**src/rsp_pkg.sv**
```systemverilog
// shared constants for the radar sensor serial link
//
// Summary of operation
// - sensor is slave only; own select, no chaining
// - link carries configuration in, measurement data out
// - master lowers select before first clock edge
// - sensor samples mosi on rising clock edge
// - sensor changes miso only on falling edges; the code also stages the first msb on miso as select goes low
// - master releases select between transactions
// - master clock at most 50 MHz
// - reference clock at most 80 MHz external; the bench clocks the sensor at 100 MHz (CLK_MHZ)
package rsp_pkg;
    localparam int          WORD_W       = 8;
    localparam int          FIFO_DEPTH   = 32;
    localparam int          CLK_MHZ      = 100;
    // link clock limits, in MHz as printed
    localparam int          SCLK_MAX_MHZ = 50;
    localparam int          REFCLK_MAX_MHZ = 80;
    // master half period in mclk cycles; fastest rate rounds down, min 1
    localparam int          HALF_MIN_CYC = (CLK_MHZ / (2 * SCLK_MAX_MHZ)) < 1 ? 1
                                           : (CLK_MHZ / (2 * SCLK_MAX_MHZ));
    localparam int          HALF_CYC     = 8;
    localparam logic [7:0]  IDLE_FILL    = 8'hff;
endpackage : rsp_pkg

```
**src/rsp_if.sv**
```systemverilog
// serial link wires between the host master and the sensor slave
interface rsp_if;
    logic sclk;
    logic ss_n;
    logic mosi;
    logic miso_o;
    logic miso_oe_n;
    logic miso;
    // pulled high when nobody drives
    assign miso = miso_oe_n ? 1'b1 : miso_o;

    modport host (output sclk, output ss_n, output mosi, input miso);
    modport sensor (input sclk, input ss_n, input mosi, output miso_o, output miso_oe_n);
endinterface : rsp_if

```
**src/rsp_fifo.sv**
```systemverilog
// parameterised first-in first-out buffer with valid/ready on both sides
module rsp_fifo #(
    parameter int W = 8,
    parameter int D = 32
) (
    // clock and reset
    input  wire logic         mclk,
    input  wire logic         rst,
    // write side
    input  wire logic         in_valid,
    output logic              in_ready,
    input  wire logic [W-1:0] in_data,
    // read side
    output logic              out_valid,
    input  wire logic         out_ready,
    output logic      [W-1:0] out_data
);
    localparam int          AW   = $clog2(D);
    localparam logic [AW:0] FULL = (AW+1)'(D);
    logic [W-1:0]  mem [D];
    logic [AW:0]   cnt_q, cnt_d;
    logic [AW-1:0] wp_q, wp_d, rp_q, rp_d;
    logic          wr, rd, rdy_q, rdy_d;

    // ready is kept in a flop so the write side never sees a compare path
    assign in_ready  = rdy_q;
    assign out_valid = (cnt_q != '0);
    assign out_data  = mem[rp_q];
    assign wr        = in_valid && in_ready;
    assign rd        = out_valid && out_ready;

    always_comb begin
        wp_d  = wr ? ((wp_q == AW'(D - 1)) ? '0 : wp_q + 1'b1) : wp_q;
        rp_d  = rd ? ((rp_q == AW'(D - 1)) ? '0 : rp_q + 1'b1) : rp_q;
        cnt_d = cnt_q + {{AW{1'b0}}, wr} - {{AW{1'b0}}, rd};
        rdy_d = (cnt_d != FULL);
    end

    always_ff @(posedge mclk) begin
        if (rst) begin
            cnt_q <= '0;
            wp_q  <= '0;
            rp_q  <= '0;
            rdy_q <= 1'b1;
        end else begin
            cnt_q <= cnt_d;
            wp_q  <= wp_d;
            rp_q  <= rp_d;
            rdy_q <= rdy_d;
        end
    end

    always_ff @(posedge mclk) begin
        if (wr) begin
            mem[wp_q] <= in_data;
        end
    end
endmodule : rsp_fifo

```
**src/rsp_sensor.sv**
```systemverilog
// sensor end: mode 0 spi slave with buffered readout stream
module rsp_sensor
    import rsp_pkg::*;
#(
    parameter int W     = rsp_pkg::WORD_W,
    parameter int DEPTH = rsp_pkg::FIFO_DEPTH
) (
    // clock and reset
    input  wire logic         mclk,
    input  wire logic         rst,
    // link
    rsp_if.sensor             link,
    // measurement data to send
    input  wire logic         tx_valid,
    output logic              tx_ready,
    input  wire logic [W-1:0] tx_data,
    // configuration received; active follows select
    output logic              rx_valid,
    output logic      [W-1:0] rx_data,
    output logic              active
);
    import rsp_pkg::*;

    // ----------------------------------------------------------------
    // pin synchronisers
    // ----------------------------------------------------------------
    logic [2:0] sclk_s_q, ss_s_q, mosi_s_q;
    always_ff @(posedge mclk) begin
        if (rst) begin
            sclk_s_q <= '0;
            ss_s_q   <= 3'h7;
            mosi_s_q <= '0;
        end else begin
            sclk_s_q <= {sclk_s_q[1:0], link.sclk};
            ss_s_q   <= {ss_s_q[1:0], link.ss_n};
            mosi_s_q <= {mosi_s_q[1:0], link.mosi};
        end
    end
    // a change counts once stages two and three agree
    logic sclk_f_q, ss_f_q;
    always_ff @(posedge mclk) begin
        if (rst) begin
            sclk_f_q <= 1'b0;
            ss_f_q   <= 1'b1;
        end else begin
            if (sclk_s_q[1] == sclk_s_q[2]) sclk_f_q <= sclk_s_q[2];
            if (ss_s_q[1] == ss_s_q[2]) ss_f_q <= ss_s_q[2];
        end
    end
    logic sclk_now, rise, fall, sel;
    assign sclk_now = (sclk_s_q[1] == sclk_s_q[2]) ? sclk_s_q[2] : sclk_f_q;
    assign sel      = !ss_f_q;
    assign rise     = sel && !sclk_f_q && sclk_now;
    assign fall     = sel && sclk_f_q && !sclk_now;

    // ----------------------------------------------------------------
    // readout buffer
    // ----------------------------------------------------------------
    logic         f_valid, f_ready;
    logic [W-1:0] f_data;
    rsp_fifo #(.W(W), .D(DEPTH)) u_fifo (
        .mclk      (mclk),
        .rst       (rst),
        .in_valid  (tx_valid),
        .in_ready  (tx_ready),
        .in_data   (tx_data),
        .out_valid (f_valid),
        .out_ready (f_ready),
        .out_data  (f_data)
    );

    // ----------------------------------------------------------------
    // shifter
    // ----------------------------------------------------------------
    localparam int CW = $clog2(W);
    logic [W-1:0]  rxs_q, rxs_d, txs_q, txs_d, rxd_q, rxd_d;
    logic [CW-1:0] bit_q, bit_d;
    logic          miso_q, miso_d, oen_q, oen_d, rxv_q, rxv_d, first_q, first_d;
    logic          held_q, held_d, pop;

    always_comb begin
        rxs_d   = rxs_q;
        txs_d   = txs_q;
        rxd_d   = rxd_q;
        bit_d   = bit_q;
        miso_d  = miso_q;
        rxv_d   = 1'b0;
        first_d = first_q;
        held_d  = held_q;
        pop     = 1'b0;
        oen_d   = !sel;
        if (!sel) begin
            // select release ends the transaction
            bit_d   = '0;
            first_d = 1'b1;
        end else begin
            if (rise) begin
                rxs_d = {rxs_q[W-2:0], mosi_s_q[2]};
                bit_d = bit_q + 1'b1;
                // a staged word leaves the buffer only once its first bit is clocked,
                // so a word staged just before select release is offered again
                if (bit_q == '0) begin
                    pop = held_q;
                end
                if (bit_q == CW'(W - 1)) begin
                    rxd_d = {rxs_q[W-2:0], mosi_s_q[2]};
                    rxv_d = 1'b1;
                    bit_d = '0;
                end
            end
            if (first_q || (fall && bit_q == '0)) begin
                // stage the next word: its msb must stand before its first rising edge
                txs_d   = f_valid ? f_data : IDLE_FILL;
                held_d  = f_valid;
                miso_d  = txs_d[W-1];
                first_d = 1'b0;
            end else if (fall) begin
                txs_d  = {txs_q[W-2:0], 1'b0};
                miso_d = txs_q[W-2];
            end
        end
    end
    assign f_ready = pop;

    always_ff @(posedge mclk) begin
        if (rst) begin
            rxs_q   <= '0;
            txs_q   <= '0;
            rxd_q   <= '0;
            bit_q   <= '0;
            miso_q  <= 1'b1;
            oen_q   <= 1'b1;
            rxv_q   <= 1'b0;
            first_q <= 1'b1;
            held_q  <= 1'b0;
        end else begin
            rxs_q   <= rxs_d;
            txs_q   <= txs_d;
            rxd_q   <= rxd_d;
            bit_q   <= bit_d;
            miso_q  <= miso_d;
            oen_q   <= oen_d;
            rxv_q   <= rxv_d;
            first_q <= first_d;
            held_q  <= held_d;
        end
    end

    logic act_q;
    always_ff @(posedge mclk) begin
        if (rst) act_q <= 1'b0;
        else     act_q <= sel;
    end

    // slave only: no chained output path exists
    assign link.miso_o    = miso_q;
    assign link.miso_oe_n = oen_q;
    assign rx_valid       = rxv_q;
    assign rx_data        = rxd_q;
    assign active         = act_q;
endmodule : rsp_sensor

```
**src/flat_wrapper.sv**
```systemverilog
// flat-port wrapper written by rule: the top's interface ports become plain ports
module rsp_sensor_flat import rsp_pkg::*;
#(
    parameter int W     = rsp_pkg::WORD_W,
    parameter int DEPTH = rsp_pkg::FIFO_DEPTH
)
  (mclk, rst, tx_valid, tx_ready, tx_data, rx_valid, rx_data, active, link_sclk, link_ss_n, link_mosi, link_miso_o, link_miso_oe_n);
  rsp_if link_i ();
  input  wire logic mclk;
  input  wire logic rst;
  input  wire logic tx_valid;
  output logic tx_ready;
  input  wire logic [W-1:0] tx_data;
  output logic rx_valid;
  output logic      [W-1:0] rx_data;
  output logic active;
  input wire logic [$bits(link_i.sclk)-1:0] link_sclk;
  input wire logic [$bits(link_i.ss_n)-1:0] link_ss_n;
  input wire logic [$bits(link_i.mosi)-1:0] link_mosi;
  output wire logic [$bits(link_i.miso_o)-1:0] link_miso_o;
  output wire logic [$bits(link_i.miso_oe_n)-1:0] link_miso_oe_n;
  assign link_i.sclk = link_sclk;
  assign link_i.ss_n = link_ss_n;
  assign link_i.mosi = link_mosi;
  assign link_miso_o = link_i.miso_o;
  assign link_miso_oe_n = link_i.miso_oe_n;
  rsp_sensor #(.W(W), .DEPTH(DEPTH)) u_core (.mclk(mclk), .rst(rst), .link(link_i), .tx_valid(tx_valid), .tx_ready(tx_ready), .tx_data(tx_data), .rx_valid(rx_valid), .rx_data(rx_data), .active(active));
endmodule
```
**config.mk**
```make
export PLATFORM = sky130hd
export DESIGN_NAME = rsp_sensor_flat
export DESIGN_NICKNAME = d
export VERILOG_FILES = /design/src/rsp_pkg.sv /design/src/rsp_if.sv /design/src/rsp_fifo.sv /design/src/rsp_sensor.sv /design/src/flat_wrapper.sv
export SDC_FILE = /design/constraint.sdc
export NUM_CORES = 1
export LEC_CHECK = 0
export ABC_CLOCK_PERIOD_IN_PS = 4200
export BUFFER_PORTS_ARGS = -buffer_cell sky130_fd_sc_hd__clkbuf_2
export CAP_MARGIN = 20
export CORE_UTILIZATION = 60
export CTS_CLUSTER_DIAMETER = 80
export DETAILED_ROUTE_END_ITERATION = 10
export GPL_ROUTABILITY_DRIVEN = 0
export PLACE_DENSITY_LB_ADDON = 0.2
export REMOVE_ABC_BUFFERS = 1
export SYNTH_ARGS = -nofsm -noshare
export SYNTH_HDL_FRONTEND = slang
export SYNTH_HIERARCHICAL = 1
export SYNTH_SLANG_ARGS = --single-unit
```
**constraint.sdc**
```tcl
create_clock -name mclk -period 4.2 [get_ports mclk]
set_input_delay 0.63 -clock mclk [delete_from_list [all_inputs] [get_ports mclk]]
set_output_delay 0.63 -clock mclk [all_outputs]
set_load 0.005 [all_outputs]
```
* Word-level counts from Yosys, hierarchy flattened *
Memories as Yosys holds them, arrays and structs flattened. A register that Yosys moved wholly into a read port is not among the register bits.
Index checks and enable logic that the tools add are counted.
W data, S select, Z words.

storage, ports and cells
  bits in registers = 59
  memory bits (writable) = 256
  output and inout bits = 13
  word-level logic and storage cells = 70
  memories kept = 1

operators by class
  $add $sub $neg = 5
  equality and inequality tests = 6
  multiplexer cells = 17
  bitwise operators = 2
  reductions and logical operators = 20

memories
  name               depth  width  rd ports  clocked after Yosys merged registers in  wr ports  RTL line        source
  u_core.u_fifo.mem  32     8      1         1                                        1         rsp_fifo.sv:20  logic [W-1:0] mem [D];

operator list
  cell                   number
  $mux W5                4
  $mux W7                2
  $add A5 B1 Y5 const B  2
  $eq A5 B5 Y1 const B   2
  $mux W1                9
  $mux W8                1
  $logic_and A1 B1 Y1    7
  $add A6 B1 Y6          1
  $ne A6 B6 Y1 const B   1
  $reduce_and A2 Y1      3
  $reduce_bool A6 Y1     1
  $sub A6 B1 Y6          1
  $add A3 B1 Y3 const B  1
  $eq A3 B3 Y1 const B   1
  $logic_not A1 Y1       3
  $logic_not A3 Y1       1
  $mux W3                1
  $reduce_and A3 Y1      1
  $reduce_or A3 Y1       1
  $eq A1 B1 Y1           2
  $not A1 Y1             2
  $reduce_bool A2 Y1     1
  $reduce_or A2 Y1       1
  $logic_or A1 B1 Y1     1

* Depth between registers and ports, before layout *
  depth in word-level cells = 8
  mapped depth = 16

* Hierarchy *
Netlist, hierarchy kept.

modules (own cells, without submodules)
  module      times used  cells an instance  area each (um2)  sequential area each (um2)
  rsp_fifo    1           528                10973.0          8127.8
  rsp_sensor  1           168                1714.1           840.8

* Least setup slack after synthesis *
No wires, ideal clock.

  path kind = flip-flop to flip-flop
  start point = register u_core.ss_f_q (netlist: u_core/oen_d)
  end point = register u_core.u_fifo.rdy_q (netlist: u_core/u_fifo/in_ready)
  library setup time = 0.128 ns
  arrival = 2.812 ns
  required time = 4.072 ns
  setup slack = 1.260 ns
  stages on the path, launching flop included = 17
  period minus slack after synthesis = 2.940 ns
  cell sequence = dfxtp_1 and4bb_1 buf_6 buf_4 and3_1 nand2_1 inv_1 ha_1 inv_1 ha_1 inv_1 fa_1 nand2b_1 a21oi_1 nor2_1 xor2_1 nand4b_1

between the ends
  word-level cells in the longest chain between the ends = 8

RTL lines
  element                            RTL line          source
  start: declaration                 rsp_sensor.sv:40  logic sclk_f_q, ss_f_q;
  start signal: assignment           rsp_sensor.sv:47  if (ss_s_q[1] == ss_s_q[2]) ss_f_q <= ss_s_q[2];
  $logic_not A1 Y1                   rsp_sensor.sv:52  assign sel = !ss_f_q;
  $logic_and A1 B1 Y1 (2 in series)  rsp_sensor.sv:53  assign rise = sel && !sclk_f_q && sclk_now;
  $mux W1                            rsp_sensor.sv:97  if (rise) begin
  $mux W1 *                          rsp_sensor.sv:92  if (!sel) begin
  via u_core.f_ready                 rsp_sensor.sv:59  logic f_valid, f_ready;
  $logic_and A1 B1 Y1 *              rsp_fifo.sv:30    assign rd = out_valid && out_ready;
  $sub A6 B1 Y6 *                    rsp_fifo.sv:35    cnt_d = cnt_q + {{AW{1'b0}}, wr} - {{AW{1'b0}}, rd};
  $ne A6 B6 Y1 *                     rsp_fifo.sv:36    rdy_d = (cnt_d != FULL);
  end signal: assignment             rsp_fifo.sv:49    rdy_q <= rdy_d;
  end: declaration                   rsp_fifo.sv:23    logic wr, rd, rdy_q, rdy_d;

Mark *: on every way through the listed nets, which the timed path passes. The rest lies on a longest branch.
A chain may end at the register's enable or synchronous reset.

* Worst setup path after layout *
  start point = register u_core.u_fifo.cnt_q[2]
  end point = register u_core.u_fifo.rdy_q (netlist: u_core/u_fifo/in_ready)

between the ends
  word-level cells in the longest chain between the ends = 4
  elaborated cells on any way between the ends = 5
  those cells by class = 2 x add/sub; 1 x eq/ne; 2 x reduce/logical

RTL lines
  element                   RTL line          source
  start: declaration        rsp_fifo.sv:21    logic [AW:0] cnt_q, cnt_d;
  start signal: assignment  rsp_fifo.sv:46    cnt_q <= cnt_d;
  $reduce_bool A6 Y1        rsp_fifo.sv:27    assign out_valid = (cnt_q != '0);
  via u_core.f_valid        rsp_sensor.sv:59
  $logic_and A1 B1 Y1       rsp_fifo.sv:30
  $sub A6 B1 Y6             rsp_fifo.sv:35
  $ne A6 B6 Y1              rsp_fifo.sv:36

The timed path passes the listed nets, and every way through them passes these cells.

==> impl_metrics.py <==
metrics = {
    "run_status": {
        "status": "finished, final reports clean",
    },
    "floorplan": {
        "rows": 52,
        "die_area_um2": 21700,
        "die_width_um": 147,
        "initial_core_util_pct": 61.9,
        "io_pins": 27,
        "core_um2": 20500,
        "die_h_um": 147,
    },
    "sta": {
        "hold_viol": 0,
        "fin_crit_ps": 3170,
        "worst_slew_pin_slew_ps": 912,
        "finalSetupViolations": 0,
        "rsz0062_at_grt": "false",
        "fin_crit_sh_pct": 75.4,
        "skew_ps": 16.0,
        "fmax_mhz": 316,
        "slew_headroom_pct": 39.0,
        "report.final.slew_viol_count": 0,
        "tns_ps": 0,
    },
    "synthesis": {
        "postSynthCellCount": 696,
        "synth-seq-area-share_pct": 70.7,
        "avgSynthCellArea_um2": 18.2,
        "ys_warn_count": 6,
        "synthFlopType": "edfxtp_1",
        "syn_area_um2": 12700,
        "synth_cell_types": 55,
        "ys_seq_elements": 320,
        "async_flop_share_pct": 0,
        "synth_edf_count": 256,
    },
    "job": {
        "cap_violations": 0,
    },
    "grt": {
        "grt_pass1_vias": 6409,
        "grt_pass1_wl_um": 38300,
        "grt.overflow.total": 0,
        "grt_usage_pct": 24.1,
        "grt_max_degree": 42,
        "antenna_found_initial": 1,
    },
    "setup_path": {
        "cp_top_family": "simple AND/OR/NAND/NOR gates",
        "crit_end": "u_core/u_fifo/in_ready",
        "critPathRequiredTime_ps": 4570,
        "cp_max_fo": 10,
        "endpoint_kind": "flop",
        "cp-start-kind": "flop",
        "reg2regPathDepth": 15,
        "r2r-start": "u_core/u_fifo/cnt_q[2]",
        "regToRegSetupSlack_ps": 1030,
        "cp_data_arrival_time_ps": 3540,
        "r2r_end": "u_core/u_fifo/in_ready",
        "timing_worst_setup_path_type": "reg2reg",
        "path_cells": "inv_1 -> ha_1 -> nand4bb_1 -> nand2_1 -> inv_1 -> ha_1 -> inv_1 -> ha_1 -> inv_1 -> fa_1 -> nand2b_1 -> a21oi_1 -> nor2_1 -> xor2_1 -> nand4b_1",
        "slowest_stage": "fa_1",
        "path_buf_inv": 4,
        "max_stage_delay_ps": 410,
        "crit_top_cell": "inv_1",
        "cp.depth": 15,
        "startpoint": "u_core/u_fifo/cnt_q[2]",
    },
    "clock_network": {
        "cts_max_path_buffers": 3,
        "tritoncts": "built",
        "clkTransAtPathRegs_ps": 60,
        "cts-htree-levels": 2,
        "cts_resized": 0,
        "cts_made_buffers": 34,
        "root_buffer": "clkbuf_16",
        "clkLatencyLatePin_ps": 500,
        "post_cts.repair.setup_buffers": 0,
        "cts_sinks": 320,
        "holdBufCountCts": 0,
    },
    "power_and_ir_drop": {
        "total_power_mw": 6.82,
        "power_frac_seq_pct": 51.4,
        "power.share.clock_pct": 42.4,
        "swShare_pct": 21.1,
        "p_sw_mw": 1.44,
        "power_leakage_nw": 4.56,
        "intPower_mw": 5.38,
        "cellPowerDensity_nw_per_um2": 482,
        "vdd_ir_drop_max_mv": 0.461,
        "p_comb_share_pct": 6.2,
    },
    "route": {
        "vias": 6446,
        "drtIter0Drc": 599,
        "wirelength_um": 24700,
        "antenna_left": 0,
        "drcViolationCount": 0,
        "vias_per_cell": 6.30,
        "firstDrtPassIters": 5,
        "wl_per_cell_um": 24.1,
    },
    "hold_path": {
        "holdCritPathClass": "in2reg",
    },
    "placed_design": {
        "numPortBuffers": 26,
        "dp_hpwl_um": 15000,
    },
    "cells_and_area": {
        "n_antenna_cell": 0,
        "area_growth_pct": 11.4,
        "layout.cells.most_common_list": "256 x edfxtp_1, 80 x mux4_2, 62 x dfxtp_1",
        "fin_nets": 763,
        "final_common_cell": "edfxtp_1",
        "drive_gt1_share_pct": 24.7,
    },
}
[how the worst min path moves through the flow]
stage	end	cells past startpoint	startpoint
final	u_core/ss_s_q[0]	2	link_ss_n
after global routing	u_core/ss_s_q[0]	2	link_ss_n
after CTS	u_core/ss_s_q[0]	2	link_ss_n
after detailed placement	u_core/ss_s_q[1]	1	u_core/ss_s_q[0]
after global placement	u_core/ss_s_q[1]	1	u_core/ss_s_q[0]
after floorplan	u_core/ss_s_q[1]	1	u_core/ss_s_q[0]
[final cells by class]
class	instances	area, um2
clock buffer	40	905
clock inverter	19	184
fill	1271	6360
inverter	24	90.1
multi-input combinational	318	3430
sequential	320	8970
tap	270	338
timing repair buffer	32	220
[worst register-to-register path, stage by stage (launching register included)]
cell and delay, ps:
dfxtp_1 310, inv_1 80, ha_1 160, nand4bb_1 340, nand2_1 380, inv_1 120
ha_1 280, inv_1 50, ha_1 150, inv_1 60, fa_1 410, nand2b_1 160
a21oi_1 150, nor2_1 60, xor2_1 180, nand4b_1 140
[sequential cells by signal (all words and copies together) (netlist names), 3 cells and up, named ones only]
signal / cells
u_core/u_fifo/rp_q: 5
u_core/mosi_s_q: 3
u_core/u_fifo/wp_q: 5
u_core/txs_q: 7
u_core/bit_q: 3
u_core/rx_data: 8
u_core/rxs_q: 7
u_core/ss_s_q: 3
u_core/u_fifo/cnt_q: 6
u_core/sclk_s_q: 3
u_core/u_fifo/mem: 256
[power by group through the flow]
stage	Combinational [mW]	Clock [mW]	Sequential [mW]
2_1_floorplan	0.278	0	3.56
3_3_place_gp	0.391	0	3.57
3_5_place_dp	0.416	0	3.57
4_1_cts	0.422	2.93	3.50
5_1_grt	0.470	3.07	3.51
6_report	0.421	2.89	3.50
[cells in the mapped netlist, types with 2 or more instances]
library cell | instances | share of area (%)
a21boi_0 | 8 | 0.47
a21oi_1 | 15 | 0.59
a31oi_1 | 2 | 0.099
and2_1 | 2 | 0.099
and3_1 | 11 | 0.54
buf_1 | 7 | 0.21
buf_2 | 2 | 0.079
buf_4 | 3 | 0.18
buf_6 | 8 | 0.71
clkbuf_1 | 14 | 0.41
dfxtp_1 | 64 | 10
edfxtp_1 | 256 | 61
ha_1 | 18 | 1.8
inv_1 | 23 | 0.68
mux2_2 | 9 | 0.80
mux2i_1 | 9 | 0.71
mux4_2 | 80 | 14
nand2_1 | 15 | 0.44
nand2b_1 | 2 | 0.099
nand3_1 | 2 | 0.079
nand3b_1 | 5 | 0.30
nand4_1 | 7 | 0.35
nand4b_1 | 2 | 0.14
nor2_1 | 55 | 1.6
nor2b_1 | 20 | 0.99
nor3_1 | 3 | 0.12
nor3b_1 | 2 | 0.12
o21a_1 | 8 | 0.47
o21ai_0 | 7 | 0.28
o221ai_1 | 6 | 0.41
or2_2 | 3 | 0.15
or3_1 | 2 | 0.099
or3b_2 | 2 | 0.14
xor2_1 | 3 | 0.21
[cell families (layout without fill, tap and decap cells)]
kind of cell | after synthesis | count (layout) | share of synthesized area (%)
mux | 98 | 98 | 15.7
simple gates | 145 | 145 | 6.23
xor+xnor | 4 | 4 | 0.276
compound gates | 52 | 52 | 2.86
fa+ha+maj | 19 | 19 | 1.93
buf+inv | 58 | 115 | 2.30
flops | 320 | 320 | 70.7
[metal layers]
metal | track usage, % | up-vias | routed length, um
li1 | - | 2816 | -
met1 | 34.6 | 3314 | 10100
met2 | 37.9 | 276 | 12100
met3 | 4.88 | 38 | 1930
met4 | 7.63 | 2 | 484
met5 | 0 | - | 15
[through the flow]
stage                     area (um2)  instances  setup slack [ps]  hold slack, ps  util, %
after floorplan                12500        662              -228             389        -
after global placement         13000        962              1180             398     63.5
after detailed placement       13000        963              1050             398     63.6
after CTS                      14100       1022              1020             306     68.9
after global routing           14100       1023               757             308     69.0
final                          14100       1023              1030             321     69.0
(Power assumes the default switching activity.)
